<file path="src/cct_timer_regs.svh">
// What this block does
// - three interrupt enables gate capture, compare, overflow requests; every reset clears them
// - edge select bit, 1 rising and 0 falling capture edge, kept across ordinary resets, cleared by power-on
// - output level bit drives compare pin on each match; reset clears it
// - capture flag set per selected edge; cleared by status read then capture low read
// - compare flag set on match; cleared by status read then compare low access
// - overflow flag set on wrap to zero; cleared by status read then counter low read
// - counter pair readable; reading high first freezes low byte until it is read
// - writes to counter, alternate counter and capture pairs are ignored
// - alternate counter pair latches alike but its low read never clears overflow
// - selected capture edge copies the whole counter into the capture pair
// - reading capture high blocks capture updates, except the one presented at stop exit, until capture low is read
// - writing compare high suppresses matches until compare low is written
// - counter keeps running in wait and halt; enabled interrupt wakes the processor
// - edge in stop arms capture silently; interrupt exit presents it, reset drops it
// - counter advances once every four clocks through a fixed divide by four
// - compare checked every fourth clock; match drives output level onto pin
`ifndef CCT_TIMER_REGS_SVH
`define CCT_TIMER_REGS_SVH
`define CCT_IDX_CTRL    6'h12
`define CCT_IDX_STAT    6'h13
`define CCT_IDX_CAPH    6'h14
`define CCT_IDX_CAPL    6'h15
`define CCT_IDX_CMPH    6'h16
`define CCT_IDX_CMPL    6'h17
`define CCT_IDX_CNTH    6'h18
`define CCT_IDX_CNTL    6'h19
`define CCT_IDX_ALTH    6'h1A
`define CCT_IDX_ALTL    6'h1B
`define CCT_IDX_EVTS    6'h1C
`define CCT_IDX_EVTM    6'h1D
`define CCT_CTRL_CAPIE  7
`define CCT_CTRL_CMPIE  6
`define CCT_CTRL_OVFIE  5
`define CCT_CTRL_EDGE   1
`define CCT_CTRL_COMPARE_OUTPUT_LEVEL   0
`define CCT_STAT_LSB    5
`define CCT_EV_CAP      2
`define CCT_EV_CMP      1
`define CCT_EV_OVF      0
`define CCT_CNT_RESET   16'hFFFC
`define CCT_CNT_MAX     16'hFFFF
`define CCT_PRESCALE    2'h3
`endif

</file>
<file path="src/cct_pkg.sv">
package cct_pkg;
  typedef logic [7:0]  cct_byte_t;
  typedef logic [15:0] cct_word_t;
  typedef logic [2:0]  cct_ev_t;

  function automatic logic cct_hit(input logic [7:0] addr, input logic [5:0] idx);
    return addr == {idx, 2'h0};
  endfunction : cct_hit
endpackage : cct_pkg

</file>
<file path="src/cct_sync2.sv">
`timescale 1ns/100ps
`default_nettype none
module cct_sync2 (
  input  wire logic pclk,
  input  wire logic presetn,
  input  wire logic din,
  output var  logic dout
);
  logic meta_q;

  always_ff @(posedge pclk or negedge presetn) begin
    if (!presetn) begin
      meta_q <= 1'h0;
      dout   <= 1'h0;
    end else begin
      meta_q <= din;
      dout   <= meta_q;
    end
  end
endmodule : cct_sync2
`default_nettype wire

</file>
<file path="src/cct_prescale.sv">
`timescale 1ns/100ps
`default_nettype none
`include "cct_timer_regs.svh"
module cct_prescale
  import cct_pkg::*;
(
  input  wire logic pclk,
  input  wire logic presetn,
  output var  logic tick
);
  logic [1:0] div_q;
  logic [1:0] div_d;
  logic       tick_d;

  always_comb begin
    div_d  = div_q + 2'h1;
    tick_d = (div_q == `CCT_PRESCALE - 2'h1);
  end

  always_ff @(posedge pclk or negedge presetn) begin
    if (!presetn) begin
      div_q <= 2'h0;
      tick  <= 1'h0;
    end else begin
      div_q <= div_d;
      tick  <= tick_d;
    end
  end
endmodule : cct_prescale
`default_nettype wire

</file>
<file path="src/cct_timer.sv">
`timescale 1ns/100ps
`default_nettype none
`include "cct_timer_regs.svh"
module cct_timer
  import cct_pkg::*;
(
  input  wire logic        pclk,
  input  wire logic        presetn,
  input  wire logic        por_n,
  input  wire logic        psel,
  input  wire logic        penable,
  input  wire logic        pwrite,
  input  wire logic [7:0]  paddr,
  input  wire logic [31:0] pwdata,
  output var  logic [31:0] prdata,
  output var  logic        pready,
  output var  logic        pslverr,
  input  wire logic        capture_pin,
  output var  logic        compare_pin,
  input  wire logic        wait_mode,
  input  wire logic        stop_mode,
  output var  logic        irq,
  output var  logic        wake
);
  logic      tick;
  logic      cap_s;
  // power-on clears what ordinary resets leave alone
  logic      rst_all_n;
  assign rst_all_n = presetn & por_n;

  cct_prescale u_pre (
    .pclk    (pclk),
    .presetn (rst_all_n),
    .tick    (tick)
  );

  cct_sync2 u_sync (
    .pclk    (pclk),
    .presetn (rst_all_n),
    .din     (capture_pin),
    .dout    (cap_s)
  );

  logic      cap_prev_q, cap_prev_d;
  cct_ev_t   en_q, en_d;
  logic      edge_q, edge_d;
  logic      compare_output_level_q, compare_output_level_d;
  cct_ev_t   flags_q, flags_d;
  cct_ev_t   arm_q, arm_d;
  cct_word_t cnt_q, cnt_d;
  cct_byte_t cnt_lat_q, cnt_lat_d;
  logic      cnt_hold_q, cnt_hold_d;
  cct_byte_t alt_lat_q, alt_lat_d;
  logic      alt_hold_q, alt_hold_d;
  cct_word_t cap_q, cap_d;
  logic      cap_inh_q, cap_inh_d;
  cct_word_t cmp_q, cmp_d;
  logic      cmp_inh_q, cmp_inh_d;
  logic      stop_q, stop_d;
  logic      stp_arm_q, stp_arm_d;
  cct_word_t stp_val_q, stp_val_d;
  logic      pin_d;
  cct_ev_t   evt_sts_q, evt_sts_d;
  cct_ev_t   evt_msk_q, evt_msk_d;
  logic      irq_d, wake_d;
  logic      pready_d, pslverr_d;
  logic [31:0] prdata_d;

  logic      rd_go, wr_done, acc, cap_edge, stop_exit, run;
  cct_ev_t   set_ev, clr_ev;
  cct_byte_t rval;
  logic      mapped;

  always_comb begin
    acc       = psel && penable && !pready;
    rd_go     = acc && !pwrite;
    wr_done   = psel && penable && pready && pwrite;
    cap_edge  = edge_q ? (cap_s && !cap_prev_q) : (!cap_s && cap_prev_q);
    stop_exit = stop_q && !stop_mode;
    run       = tick && !stop_mode;
    cap_prev_d = cap_s;
    stop_d     = stop_mode;

    // timer counter, fixed divide by four
    cnt_d = run ? cnt_q + 16'h1 : cnt_q;

    // event detection
    set_ev = 3'h0;
    set_ev[`CCT_EV_CAP] = (cap_edge && !stop_mode) || (stop_exit && stp_arm_q);
    set_ev[`CCT_EV_CMP] = run && !cmp_inh_q && (cnt_q == cmp_q);
    set_ev[`CCT_EV_OVF] = run && (cnt_q == `CCT_CNT_MAX);

    // capture data path
    cap_d     = cap_q;
    stp_arm_d = stp_arm_q;
    stp_val_d = stp_val_q;
    if (stop_exit && stp_arm_q) begin
      cap_d     = stp_val_q;
      stp_arm_d = 1'h0;
    end else if (cap_edge && !stop_mode && !cap_inh_q) begin
      cap_d = cnt_q;
    end
    if (cap_edge && stop_mode && !stp_arm_q) begin
      stp_arm_d = 1'h1;
      stp_val_d = cnt_q;
    end

    // compare pin follows output level on match
    pin_d = set_ev[`CCT_EV_CMP] ? compare_output_level_q : compare_pin;

    // register reads and their side effects
    en_d       = en_q;
    edge_d     = edge_q;
    compare_output_level_d     = compare_output_level_q;
    arm_d      = arm_q;
    clr_ev     = 3'h0;
    cnt_lat_d  = cnt_lat_q;
    cnt_hold_d = cnt_hold_q;
    alt_lat_d  = alt_lat_q;
    alt_hold_d = alt_hold_q;
    cap_inh_d  = cap_inh_q;
    cmp_d      = cmp_q;
    cmp_inh_d  = cmp_inh_q;
    evt_msk_d  = evt_msk_q;
    rval       = 8'h0;
    mapped     = 1'h1;
    if (cct_hit(paddr, `CCT_IDX_CTRL)) begin
      rval = {en_q, 3'h0, edge_q, compare_output_level_q};
    end else if (cct_hit(paddr, `CCT_IDX_STAT)) begin
      rval = {flags_q, 5'h0};
      if (rd_go) begin
        arm_d = arm_q | flags_q;
      end
    end else if (cct_hit(paddr, `CCT_IDX_CAPH)) begin
      rval = cap_q[15:8];
      if (rd_go) begin
        cap_inh_d = 1'h1;
      end
    end else if (cct_hit(paddr, `CCT_IDX_CAPL)) begin
      rval = cap_q[7:0];
      if (rd_go) begin
        cap_inh_d = 1'h0;
        clr_ev[`CCT_EV_CAP] = arm_q[`CCT_EV_CAP];
      end
    end else if (cct_hit(paddr, `CCT_IDX_CMPH)) begin
      rval = cmp_q[15:8];
    end else if (cct_hit(paddr, `CCT_IDX_CMPL)) begin
      rval = cmp_q[7:0];
      if (rd_go || wr_done) begin
        clr_ev[`CCT_EV_CMP] = arm_q[`CCT_EV_CMP];
      end
    end else if (cct_hit(paddr, `CCT_IDX_CNTH)) begin
      rval = cnt_q[15:8];
      if (rd_go) begin
        cnt_hold_d = 1'h1;
        cnt_lat_d  = cnt_q[7:0];
      end
    end else if (cct_hit(paddr, `CCT_IDX_CNTL)) begin
      rval = cnt_hold_q ? cnt_lat_q : cnt_q[7:0];
      if (rd_go) begin
        cnt_hold_d = 1'h0;
        clr_ev[`CCT_EV_OVF] = arm_q[`CCT_EV_OVF];
      end
    end else if (cct_hit(paddr, `CCT_IDX_ALTH)) begin
      rval = cnt_q[15:8];
      if (rd_go) begin
        alt_hold_d = 1'h1;
        alt_lat_d  = cnt_q[7:0];
      end
    end else if (cct_hit(paddr, `CCT_IDX_ALTL)) begin
      // no overflow clear from this low byte
      rval = alt_hold_q ? alt_lat_q : cnt_q[7:0];
      if (rd_go) begin
        alt_hold_d = 1'h0;
      end
    end else if (cct_hit(paddr, `CCT_IDX_EVTS)) begin
      rval = {5'h0, evt_sts_q};
    end else if (cct_hit(paddr, `CCT_IDX_EVTM)) begin
      rval = {5'h0, evt_msk_q};
    end else begin
      mapped = 1'h0;
    end

    // writes; counter and capture pairs have no write path at all
    if (wr_done) begin
      if (cct_hit(paddr, `CCT_IDX_CTRL)) begin
        en_d   = pwdata[`CCT_CTRL_CAPIE:`CCT_CTRL_OVFIE];
        edge_d = pwdata[`CCT_CTRL_EDGE];
        compare_output_level_d = pwdata[`CCT_CTRL_COMPARE_OUTPUT_LEVEL];
      end else if (cct_hit(paddr, `CCT_IDX_CMPH)) begin
        cmp_d[15:8] = pwdata[7:0];
        cmp_inh_d   = 1'h1;
      end else if (cct_hit(paddr, `CCT_IDX_CMPL)) begin
        cmp_d[7:0] = pwdata[7:0];
        cmp_inh_d  = 1'h0;
      end else if (cct_hit(paddr, `CCT_IDX_EVTM)) begin
        evt_msk_d = pwdata[2:0];
      end
    end

    // arming ends with the clearing access, set beats clear
    arm_d   = arm_d & ~clr_ev;
    flags_d = (flags_q & ~clr_ev) | set_ev;
    evt_sts_d = evt_sts_q;
    if (wr_done && cct_hit(paddr, `CCT_IDX_EVTS)) begin
      evt_sts_d = evt_sts_q & ~pwdata[2:0];
    end
    evt_sts_d = evt_sts_d | set_ev;

    irq_d  = |(flags_q & en_q) || |(evt_sts_q & evt_msk_q);
    wake_d = irq_d && wait_mode;

    // one wait state: answer in the second access cycle
    pready_d  = acc;
    pslverr_d = acc && !mapped;
    prdata_d  = (acc && !pwrite && mapped) ? {24'h0, rval} : prdata;
  end

  // cleared by power-on only, ordinary resets leave them alone
  always_ff @(posedge pclk or negedge por_n) begin
    if (!por_n) begin
      flags_q <= 3'h0;
      edge_q  <= 1'h0;
      cap_q   <= 16'h0;
      cmp_q   <= 16'h0;
    end else begin
      flags_q <= flags_d;
      edge_q  <= edge_d;
      cap_q   <= cap_d;
      cmp_q   <= cmp_d;
    end
  end

  always_ff @(posedge pclk or negedge rst_all_n) begin
    if (!rst_all_n) begin
      cap_prev_q  <= 1'h0;
      en_q        <= 3'h0;
      compare_output_level_q      <= 1'h0;
      arm_q       <= 3'h0;
      cnt_q       <= `CCT_CNT_RESET;
      cnt_lat_q   <= 8'h0;
      cnt_hold_q  <= 1'h0;
      alt_lat_q   <= 8'h0;
      alt_hold_q  <= 1'h0;
      cap_inh_q   <= 1'h0;
      cmp_inh_q   <= 1'h0;
      stop_q      <= 1'h0;
      stp_arm_q   <= 1'h0;
      stp_val_q   <= 16'h0;
      compare_pin <= 1'h0;
      evt_sts_q   <= 3'h0;
      evt_msk_q   <= 3'h0;
      irq         <= 1'h0;
      wake        <= 1'h0;
      pready      <= 1'h0;
      pslverr     <= 1'h0;
      prdata      <= 32'h0;
    end else begin
      cap_prev_q  <= cap_prev_d;
      en_q        <= en_d;
      compare_output_level_q      <= compare_output_level_d;
      arm_q       <= arm_d;
      cnt_q       <= cnt_d;
      cnt_lat_q   <= cnt_lat_d;
      cnt_hold_q  <= cnt_hold_d;
      alt_lat_q   <= alt_lat_d;
      alt_hold_q  <= alt_hold_d;
      cap_inh_q   <= cap_inh_d;
      cmp_inh_q   <= cmp_inh_d;
      stop_q      <= stop_d;
      stp_arm_q   <= stp_arm_d;
      stp_val_q   <= stp_val_d;
      compare_pin <= pin_d;
      evt_sts_q   <= evt_sts_d;
      evt_msk_q   <= evt_msk_d;
      irq         <= irq_d;
      wake        <= wake_d;
      pready      <= pready_d;
      pslverr     <= pslverr_d;
      prdata      <= prdata_d;
    end
  end

  AST_PRESCALE: assert property (@(posedge pclk) disable iff (!rst_all_n)
    tick |=> !tick [*3] ##1 tick)
    else $error("prescaler tick spacing is not four clocks");

  AST_CNT_STEP: assert property (@(posedge pclk) disable iff (!rst_all_n)
    (tick && !stop_mode) |=> cnt_q == $past(cnt_q) + 16'h1)
    else $error("counter did not advance on tick");

  AST_STOP_HOLD: assert property (@(posedge pclk) disable iff (!rst_all_n)
    stop_mode |=> cnt_q == $past(cnt_q))
    else $error("counter moved during stop");

  AST_OVF_SET: assert property (@(posedge pclk) disable iff (!rst_all_n)
    (tick && !stop_mode && cnt_q == `CCT_CNT_MAX) |=> flags_q[`CCT_EV_OVF] && cnt_q == 16'h0)
    else $error("wrap did not raise overflow flag");

  AST_PIN_LEVEL: assert property (@(posedge pclk) disable iff (!rst_all_n)
    (tick && !stop_mode && !cmp_inh_q && cnt_q == cmp_q)
      |=> compare_pin == $past(compare_output_level_q) && flags_q[`CCT_EV_CMP])
    else $error("match did not drive output level");

  AST_CMP_INH: assert property (@(posedge pclk) disable iff (!rst_all_n)
    (wr_done && cct_hit(paddr, `CCT_IDX_CMPH))
      ##1 (!flags_q[`CCT_EV_CMP] && !clr_ev[`CCT_EV_CMP])
      |=> !flags_q[`CCT_EV_CMP])
    else $error("compare matched while inhibited");

  AST_CAP_INH: assert property (@(posedge pclk) disable iff (!rst_all_n)
    (cap_inh_q && !stop_exit) |=> cap_q == $past(cap_q))
    else $error("capture pair changed while inhibited");

  AST_CAP_TAKE: assert property (@(posedge pclk) disable iff (!rst_all_n)
    (cap_edge && !stop_mode && !cap_inh_q && !stop_exit)
      |=> cap_q == $past(cnt_q) && flags_q[`CCT_EV_CAP])
    else $error("selected edge did not capture counter");

  AST_STOP_SILENT: assert property (@(posedge pclk) disable iff (!rst_all_n)
    (stop_mode && stop_q && !flags_q[`CCT_EV_CAP]) |=> !flags_q[`CCT_EV_CAP])
    else $error("capture flag set during stop");

  AST_IRQ: assert property (@(posedge pclk) disable iff (!rst_all_n)
    |(flags_q & en_q) |=> irq)
    else $error("enabled flag raised no interrupt");

  AST_OVF_KEEP: assert property (@(posedge pclk) disable iff (!rst_all_n)
    (flags_q[`CCT_EV_OVF] && !(rd_go && cct_hit(paddr, `CCT_IDX_CNTL)))
      |=> flags_q[`CCT_EV_OVF])
    else $error("overflow flag lost without counter low read");

  AST_CAP_KEEP: assert property (@(posedge pclk) disable iff (!rst_all_n)
    (flags_q[`CCT_EV_CAP] && !(rd_go && cct_hit(paddr, `CCT_IDX_CAPL)))
      |=> flags_q[`CCT_EV_CAP])
    else $error("capture flag lost without capture low read");

  AST_CNT_FREEZE: assert property (@(posedge pclk) disable iff (!rst_all_n)
    (cnt_hold_q && !(rd_go && cct_hit(paddr, `CCT_IDX_CNTH)))
      |=> cnt_lat_q == $past(cnt_lat_q))
    else $error("latched counter low byte moved");

  AST_WAKE_IRQ: assert property (@(posedge pclk) disable iff (!rst_all_n)
    (irq_d && wait_mode) |=> wake)
    else $error("enabled interrupt did not wake");
endmodule : cct_timer
`default_nettype wire

</file>
<file path="config.mk">
export PLATFORM = sky130hd
export DESIGN_NAME = cct_timer
export DESIGN_NICKNAME = d
export VERILOG_FILES = /design/src/cct_pkg.sv /design/src/cct_sync2.sv /design/src/cct_prescale.sv /design/src/cct_timer.sv
export VERILOG_INCLUDE_DIRS = /design/src
export SDC_FILE = /design/constraint.sdc
export NUM_CORES = 1
export LEC_CHECK = 0
export BUFFER_PORTS_ARGS = -buffer_cell sky130_fd_sc_hd__buf_2
export CORE_AREA = 2 2 96 121
export DETAILED_ROUTE_END_ITERATION = 7
export DIE_AREA = 0 0 98 123
export PLACE_DENSITY = 0.81
export SLEW_MARGIN = 20
export SYNTH_ARGS = -nofsm -noshare
export SYNTH_HDL_FRONTEND = slang
export SYNTH_SLANG_ARGS = --single-unit
export TNS_END_PERCENT = 50
</file>
<file path="constraint.sdc">
create_clock -name pclk -period 4.6 [get_ports pclk]
set_input_delay 0.46 -clock pclk [delete_from_list [all_inputs] [get_ports pclk]]
set_output_delay 0.46 -clock pclk [all_outputs]
set_load 0.03 [all_outputs]
</file>
==> results of run 1 <==
[registers in the layout, indices dropped and copies added (netlist names), 3 cells and up]
name,count
cmp_q,16
cap_q,16
flags_q,3
prdata,8
evt_sts_q,3
cnt_q,16
alt_lat_q,8
evt_msk_q,3
stp_val_q,16
en_q,3
arm_q,3
cnt_lat_q,8
[cell families (layout without fill, tap and decap cells)]
logic type               Yosys count  count (layout)
buffers and inverters             80              83
multiplexers                      95              95
other                              1              24
XOR/XNOR                          32              32
AND/OR/NAND/NOR                  164             164
AO/OA/AOI/OAI                    106             106
adder cells (fa/ha/maj)            2               2
flip-flops                       122             122
[worst max-delay path by stage]
stage | cells after the start | to
6_report | 4 | cap_q[12]
5_1_grt | 4 | cap_q[3]
4_1_cts | 4 | cap_q[12]
3_5_place_dp | 5 | evt_msk_q[0]
3_3_place_gp | 6 | flags_q[2]
2_1_floorplan | 1 | alt_hold_q
[metrics by stage]
stage	util	instances
after floorplan	-	625
after global placement	0.594	731
after detailed placement	0.594	731
after CTS	0.650	763
after global routing	0.650	763
final	0.650	763
[synthesized netlist by cell type, drive strengths merged, types with 3 or more instances]
master	instances	area, um^2
or3	4	25.0
buf	47	312
nor3	6	30.0
clkbuf	21	78.8
nand2b	3	18.8
nor2	23	119
or2	3	21.3
mux2i	31	310
dfrtp	108	2700
a21oi	19	95.1
nand4	8	56.3
nor2b	3	18.8
inv	12	45.0
xnor2	14	123
nor4	4	25.0
o211ai	6	45.0
nand3b	3	22.5
nand3	16	85.1
and2	8	50.1
o22ai	8	50.1
xor2	18	158
nor3b	3	22.5
a22oi	3	22.5
mux2	62	698
a31oi	5	31.3
and4bb	3	37.5
and3	8	50.1
nand2	61	239
a21o	4	30.0
and4	3	26.3
o21ai	45	225
dfstp	14	368
[critical path: cells and delay by family, from the launching register on]
family	cells	cell delay (ps)
AOI/OAI and AO/OA	3	1440
DFF	1	440
and+or+nand+nor	1	210
[area by class of cell]
cell class                 count  area (um^2)  area share
tap                          135          169      0.0238
multi-input combinational    423         3000       0.423
clock inverter                 7          115      0.0162
inverter                      12         45.0     0.00635
timing repair buffer          39          200      0.0282
sequential                   122         3070       0.433
clock buffer                  25          495      0.0698
[metal layers]
metal,GRT usage,up-vias
li1,-,2115
met1,0.339,2348
met2,0.459,181
met3,0.0661,56
met4,0.135,0
met5,0,-
[report_power, final]
group          internal, W  switching [W]
Combinational     0.000125       0.000203
Sequential         0.00115       0.000109
Clock             0.000908       0.000462
Total              0.00219       0.000774
==> impl_metrics.toml, run 1 <==
[sta]
max_freq_ghz = 0.439
worst_slew_pin_slew_ps = 1050
skew_ps = 7.99
rsz0062_at_grt = "false"
fin_crit_ps = 2280
maxSlewHeadroom = 0.301
drv_slew = 0
setup_slack_ps = 2320
worst_hold_slack_ps = 156
setup_viol = 0
final.period_utilization = 0.495
hold_violations = 0
tns_ps = 0

[route]
wirelength_um = 16000
wl_met3_um = 711
initialDrtViolationCount = 349
drc = 0
wl_met2_um = 7970
top_layer = "met4"
post_drt_wl_per_cell_um = 20.9
drtPass1Iterations = 5
wl_met1_um = 6460
ant_nets = 0
vias_per_cell = 6.16
num_vias = 4700

[cells_and_area]
drive_gt1_frac = 0.250
fin_nets = 666
final_cell_mix = "dfrtp_1 (108), nand2_1 (59), mux2_2 (59), o21ai_0 (45), buf_2 (37)"
syn2layout_area_growth_pct = 10.6
fillers = 827
fin_area_um2 = 7090
antenna_cells = 0
final_common_cell = "dfrtp_1"

[clock_tree]
htreeDepth = 4
clkSinkCount = 122
clockBufferDepth = 2
cts_hold_buf = 0
cts_made_buffers = 17
clkLatencyLatePin_ps = 410
ctsResizeCount = 0
cts_root_buf = "clkbuf_16"
path_clk_slew_ps = 50
post_cts_buffers = 0
cts_tree = "built"

[logic_synthesis]
synth-edff-count = 0
synth.avg_cell_area_um2 = 10.7
synth_top_family_by_area = "multiplexers"
yosys.area_share.simple = 0.141
netlist_instances = 602
ys_warn_count = 0
synth-xor-area-share = 0.0437
synth-seq-cells = 122
synth_compound_area_frac = 0.100
yosysUniqueCellTypes = 63
synth_fa_ha_area_frac = 0.00390
synth_mux_area_frac = 0.164
synth-async-reset-ratio = 1.00
netlist_area_um2 = 6420
synth-main-ff-cell = "dfrtp_1"
ys_seq_area_frac = 0.479

[critical_path]
r2r_cells = 4
r2r_slack_ps = 2320
cp_slowest_cell = "o31a_1"
cp-end-kind = "flip-flop"
timing.rr.start = "edge_q"
worstSetupStartpointType = "flip-flop"
startpoint = "edge_q"
crit_required_ps = 4840
critPathArrivalTime_ps = 2520
r2r_end = "cap_q[12]"
crit_path_max_incr_delay_ps = 870
crit_chain = "and3b_1, a21oi_1, o31a_1, o21ai_0"
crit_type = "reg -> reg"
path_max_fanout = 32

[global_routing]
antenna_found_initial = 0
grt_pass1_wl_um = 25200
grt_max_degree = 76
gr-total-overflow = 0
grt_pass1_vias = 4612
track_usage = 0.276

[min_path]
hp-class = "in -> async"

[power_and_ir_drop]
vdd_drop_max_v = 0.000251
power_w = 0.00296
power_density_nw_per_um2 = 418
p_leak_nw = 3.49

[placement]
dpl.hpwl_um = 11300
place.gp.congestion = 0.936
dpl_cell_area_um2 = 6480
post-place-ws_ps = 2120
port_buffers = 37

[floorplanning]
dieArea_um2 = 12100
die_w_um = 98
rows = 43
die_y_um = 123
pin_count = 86
core_region_area_um2 = 10900
start_util = 0.587

[outcome]
outcome = "completed"

[flow_run]
drv_cap = 0
Note: power is estimated with default switching activity, not from simulation.
==> inputs of run 2 (changes only) <==
Settings changed: CORE_AREA 2 2 96 121 to 2 2 98 123, DIE_AREA 0 0 98 123 to 0 0 100 125, PLACE_DENSITY 0.81 to 0.79.
Clock period 4.6 ns to 2.32 ns, I/O delays scaled along.
==> run 2 against run 1 <==
Effect of this change: maximum frequency grew 12%; clock skew grew 1.9 ps; non-clock buffer count grew 36; final area grew 3.3%; first-iteration DRC count grew 22%; total power grew 93%; highest routed layer unchanged.
==> impl_metrics.toml, run 2 (synthesis results as in run 1) <==
[global_routing]
grt_pass1_vias = 5050
grt_pass1_wl_um = 27100
grt_max_degree = 50
gr-total-overflow = 0
antenna_found_initial = 0
track_usage = 0.287

[min_path]
hp-class = "in -> reg"
hold_path_startpoint = "stop_mode"

[sta]
skew_ps = 9.89
drv_slew = 0
maxSlewHeadroom = 0.507
max_freq_ghz = 0.492
worst_slew_pin_slew_ps = 730
tns_ps = 0
fin_crit_ps = 2030
setup_viol = 0
rsz0062_at_grt = "false"
worst_hold_slack_ps = 13.8
final.period_utilization = 0.876
hold_violations = 0
setup_slack_ps = 288

[placement]
place.gp.congestion = 0.950
dpl.hpwl_um = 12100
port_buffers = 37
post-place-ws_ps = 255
place_inst = 767

[clock_tree]
cts_made_buffers = 17
clkLatencyLatePin_ps = 410
htreeDepth = 4
clkSinkCount = 122
cts_root_buf = "clkbuf_16"
cts_tree = "built"
clockBufferDepth = 2
path_clk_slew_ps = 60

[critical_path]
crit_chain = "ha_1, and2_1, and4_1, nand3_1, nor2_1, xor2_1"
critPathBufInv = 0
crit_path_max_incr_delay_ps = 570
startpoint = "cnt_q[1]"
crit_type = "reg -> reg"
path_max_fanout = 8
critPathArrivalTime_ps = 2370
cp_slowest_cell = "dfrtp_1"
worstSetupStartpointType = "flip-flop"
crit_required_ps = 2660
r2r_slack_ps = 290
cp-end-kind = "flip-flop"
critPathTopFamily = "simple AND/OR/NAND/NOR gates"
timing.rr.start = "cnt_q[1]"

[route]
post_drt_wl_per_cell_um = 21.0
num_vias = 4872
drc = 0
wirelength_um = 16800
initialDrtViolationCount = 427
drtPass1Iterations = 5
vias_per_cell = 6.07
ant_nets = 0

[floorplanning]
rows = 44
die_w_um = 100
pin_count = 86
start_util = 0.560
core_region_area_um2 = 11500
die_y_um = 125
dieArea_um2 = 12500

[cells_and_area]
final_cells = 802
fin_nets = 702
syn2layout_area_growth_pct = 14.2
final_cell_mix = "dfrtp_1 (108), nand2_1 (59), mux2_2 (59), o21ai_0 (45), buf_2 (37)"
antenna_cells = 0
drive_gt1_frac = 0.282
final_common_cell = "dfrtp_1"

[power_and_ir_drop]
p_leak_nw = 3.63
vdd_drop_max_v = 0.000428
power_density_nw_per_um2 = 779

[outcome]
outcome = "completed"

[flow_run]
drv_cap = 0
-- run 2: cell count changes in the layout (fill, tap and decap cells not counted) --
cell | previous run | this run
buf_4 | 2 | 34
buf_12 | 0 | 1
clkbuf_8 | 4 | 0
clkbuf_1 | 4 | 7
bufinv_16 | 3 | 2
clkinvlp_4 | 2 | 4
dlygate4sd3_1 | 0 | 3
-- run 2: path summary, 6_finish.rpt --
kind                          endpoint  cells after the start
max                          cnt_q[14]                      6
min                             stop_q                      1
max reg2reg                  cnt_q[14]                      6
min reg2reg                u_sync.dout                      0
max in group asynchronous     cnt_q[9]                      4
min in group asynchronous     cmp_q[1]                      3
-- run 2: per-stage QoR --
step	power, W	cell area, um^2	utilization
6_report	0.00571	7330	0.640
5_1_grt	0.00592	7330	0.640
4_1_cts	0.00572	7330	0.640
3_5_place_dp	0.00322	6750	0.589
3_3_place_gp	0.00318	6750	0.589
2_1_floorplan	0.00298	6500	-
-- run 2: report_power, final --
part / switching (W) / leakage [nW] / internal (W)
combinational: 0.000446 / 1.78 / 0.000295
sequential: 0.000174 / 1.60 / 0.00229
clock: 0.000930 / 0.254 / 0.00158
total: 0.00155 / 3.63 / 0.00416
-- run 2: metal layers --
metal	track usage	vias up	share of wire
met3	0.0509	58	0.047
li1	-	2185	-
met2	0.479	202	0.51
met1	0.353	2427	0.39
met5	0	-	0
met4	0.151	0	0.050
-- run 2: layout make-up --
| class | instances | area, um^2 |
|---|---|---|
| clock buffer | 24 | 452 |
| clock inverter | 8 | 100 |
| fill | 893 | 4120 |
| inverter | 12 | 45.0 |
| multi-input combinational | 423 | 3000 |
| sequential | 122 | 3070 |
| tap | 138 | 173 |
| timing repair buffer | 75 | 490 |
-- run 2: what timing repair did --
item,in CTS,in global routing
endpoints found under the hold margin,74,0
hold buffers,3,0
gates resized for setup,0,0
buffers inserted,0,0
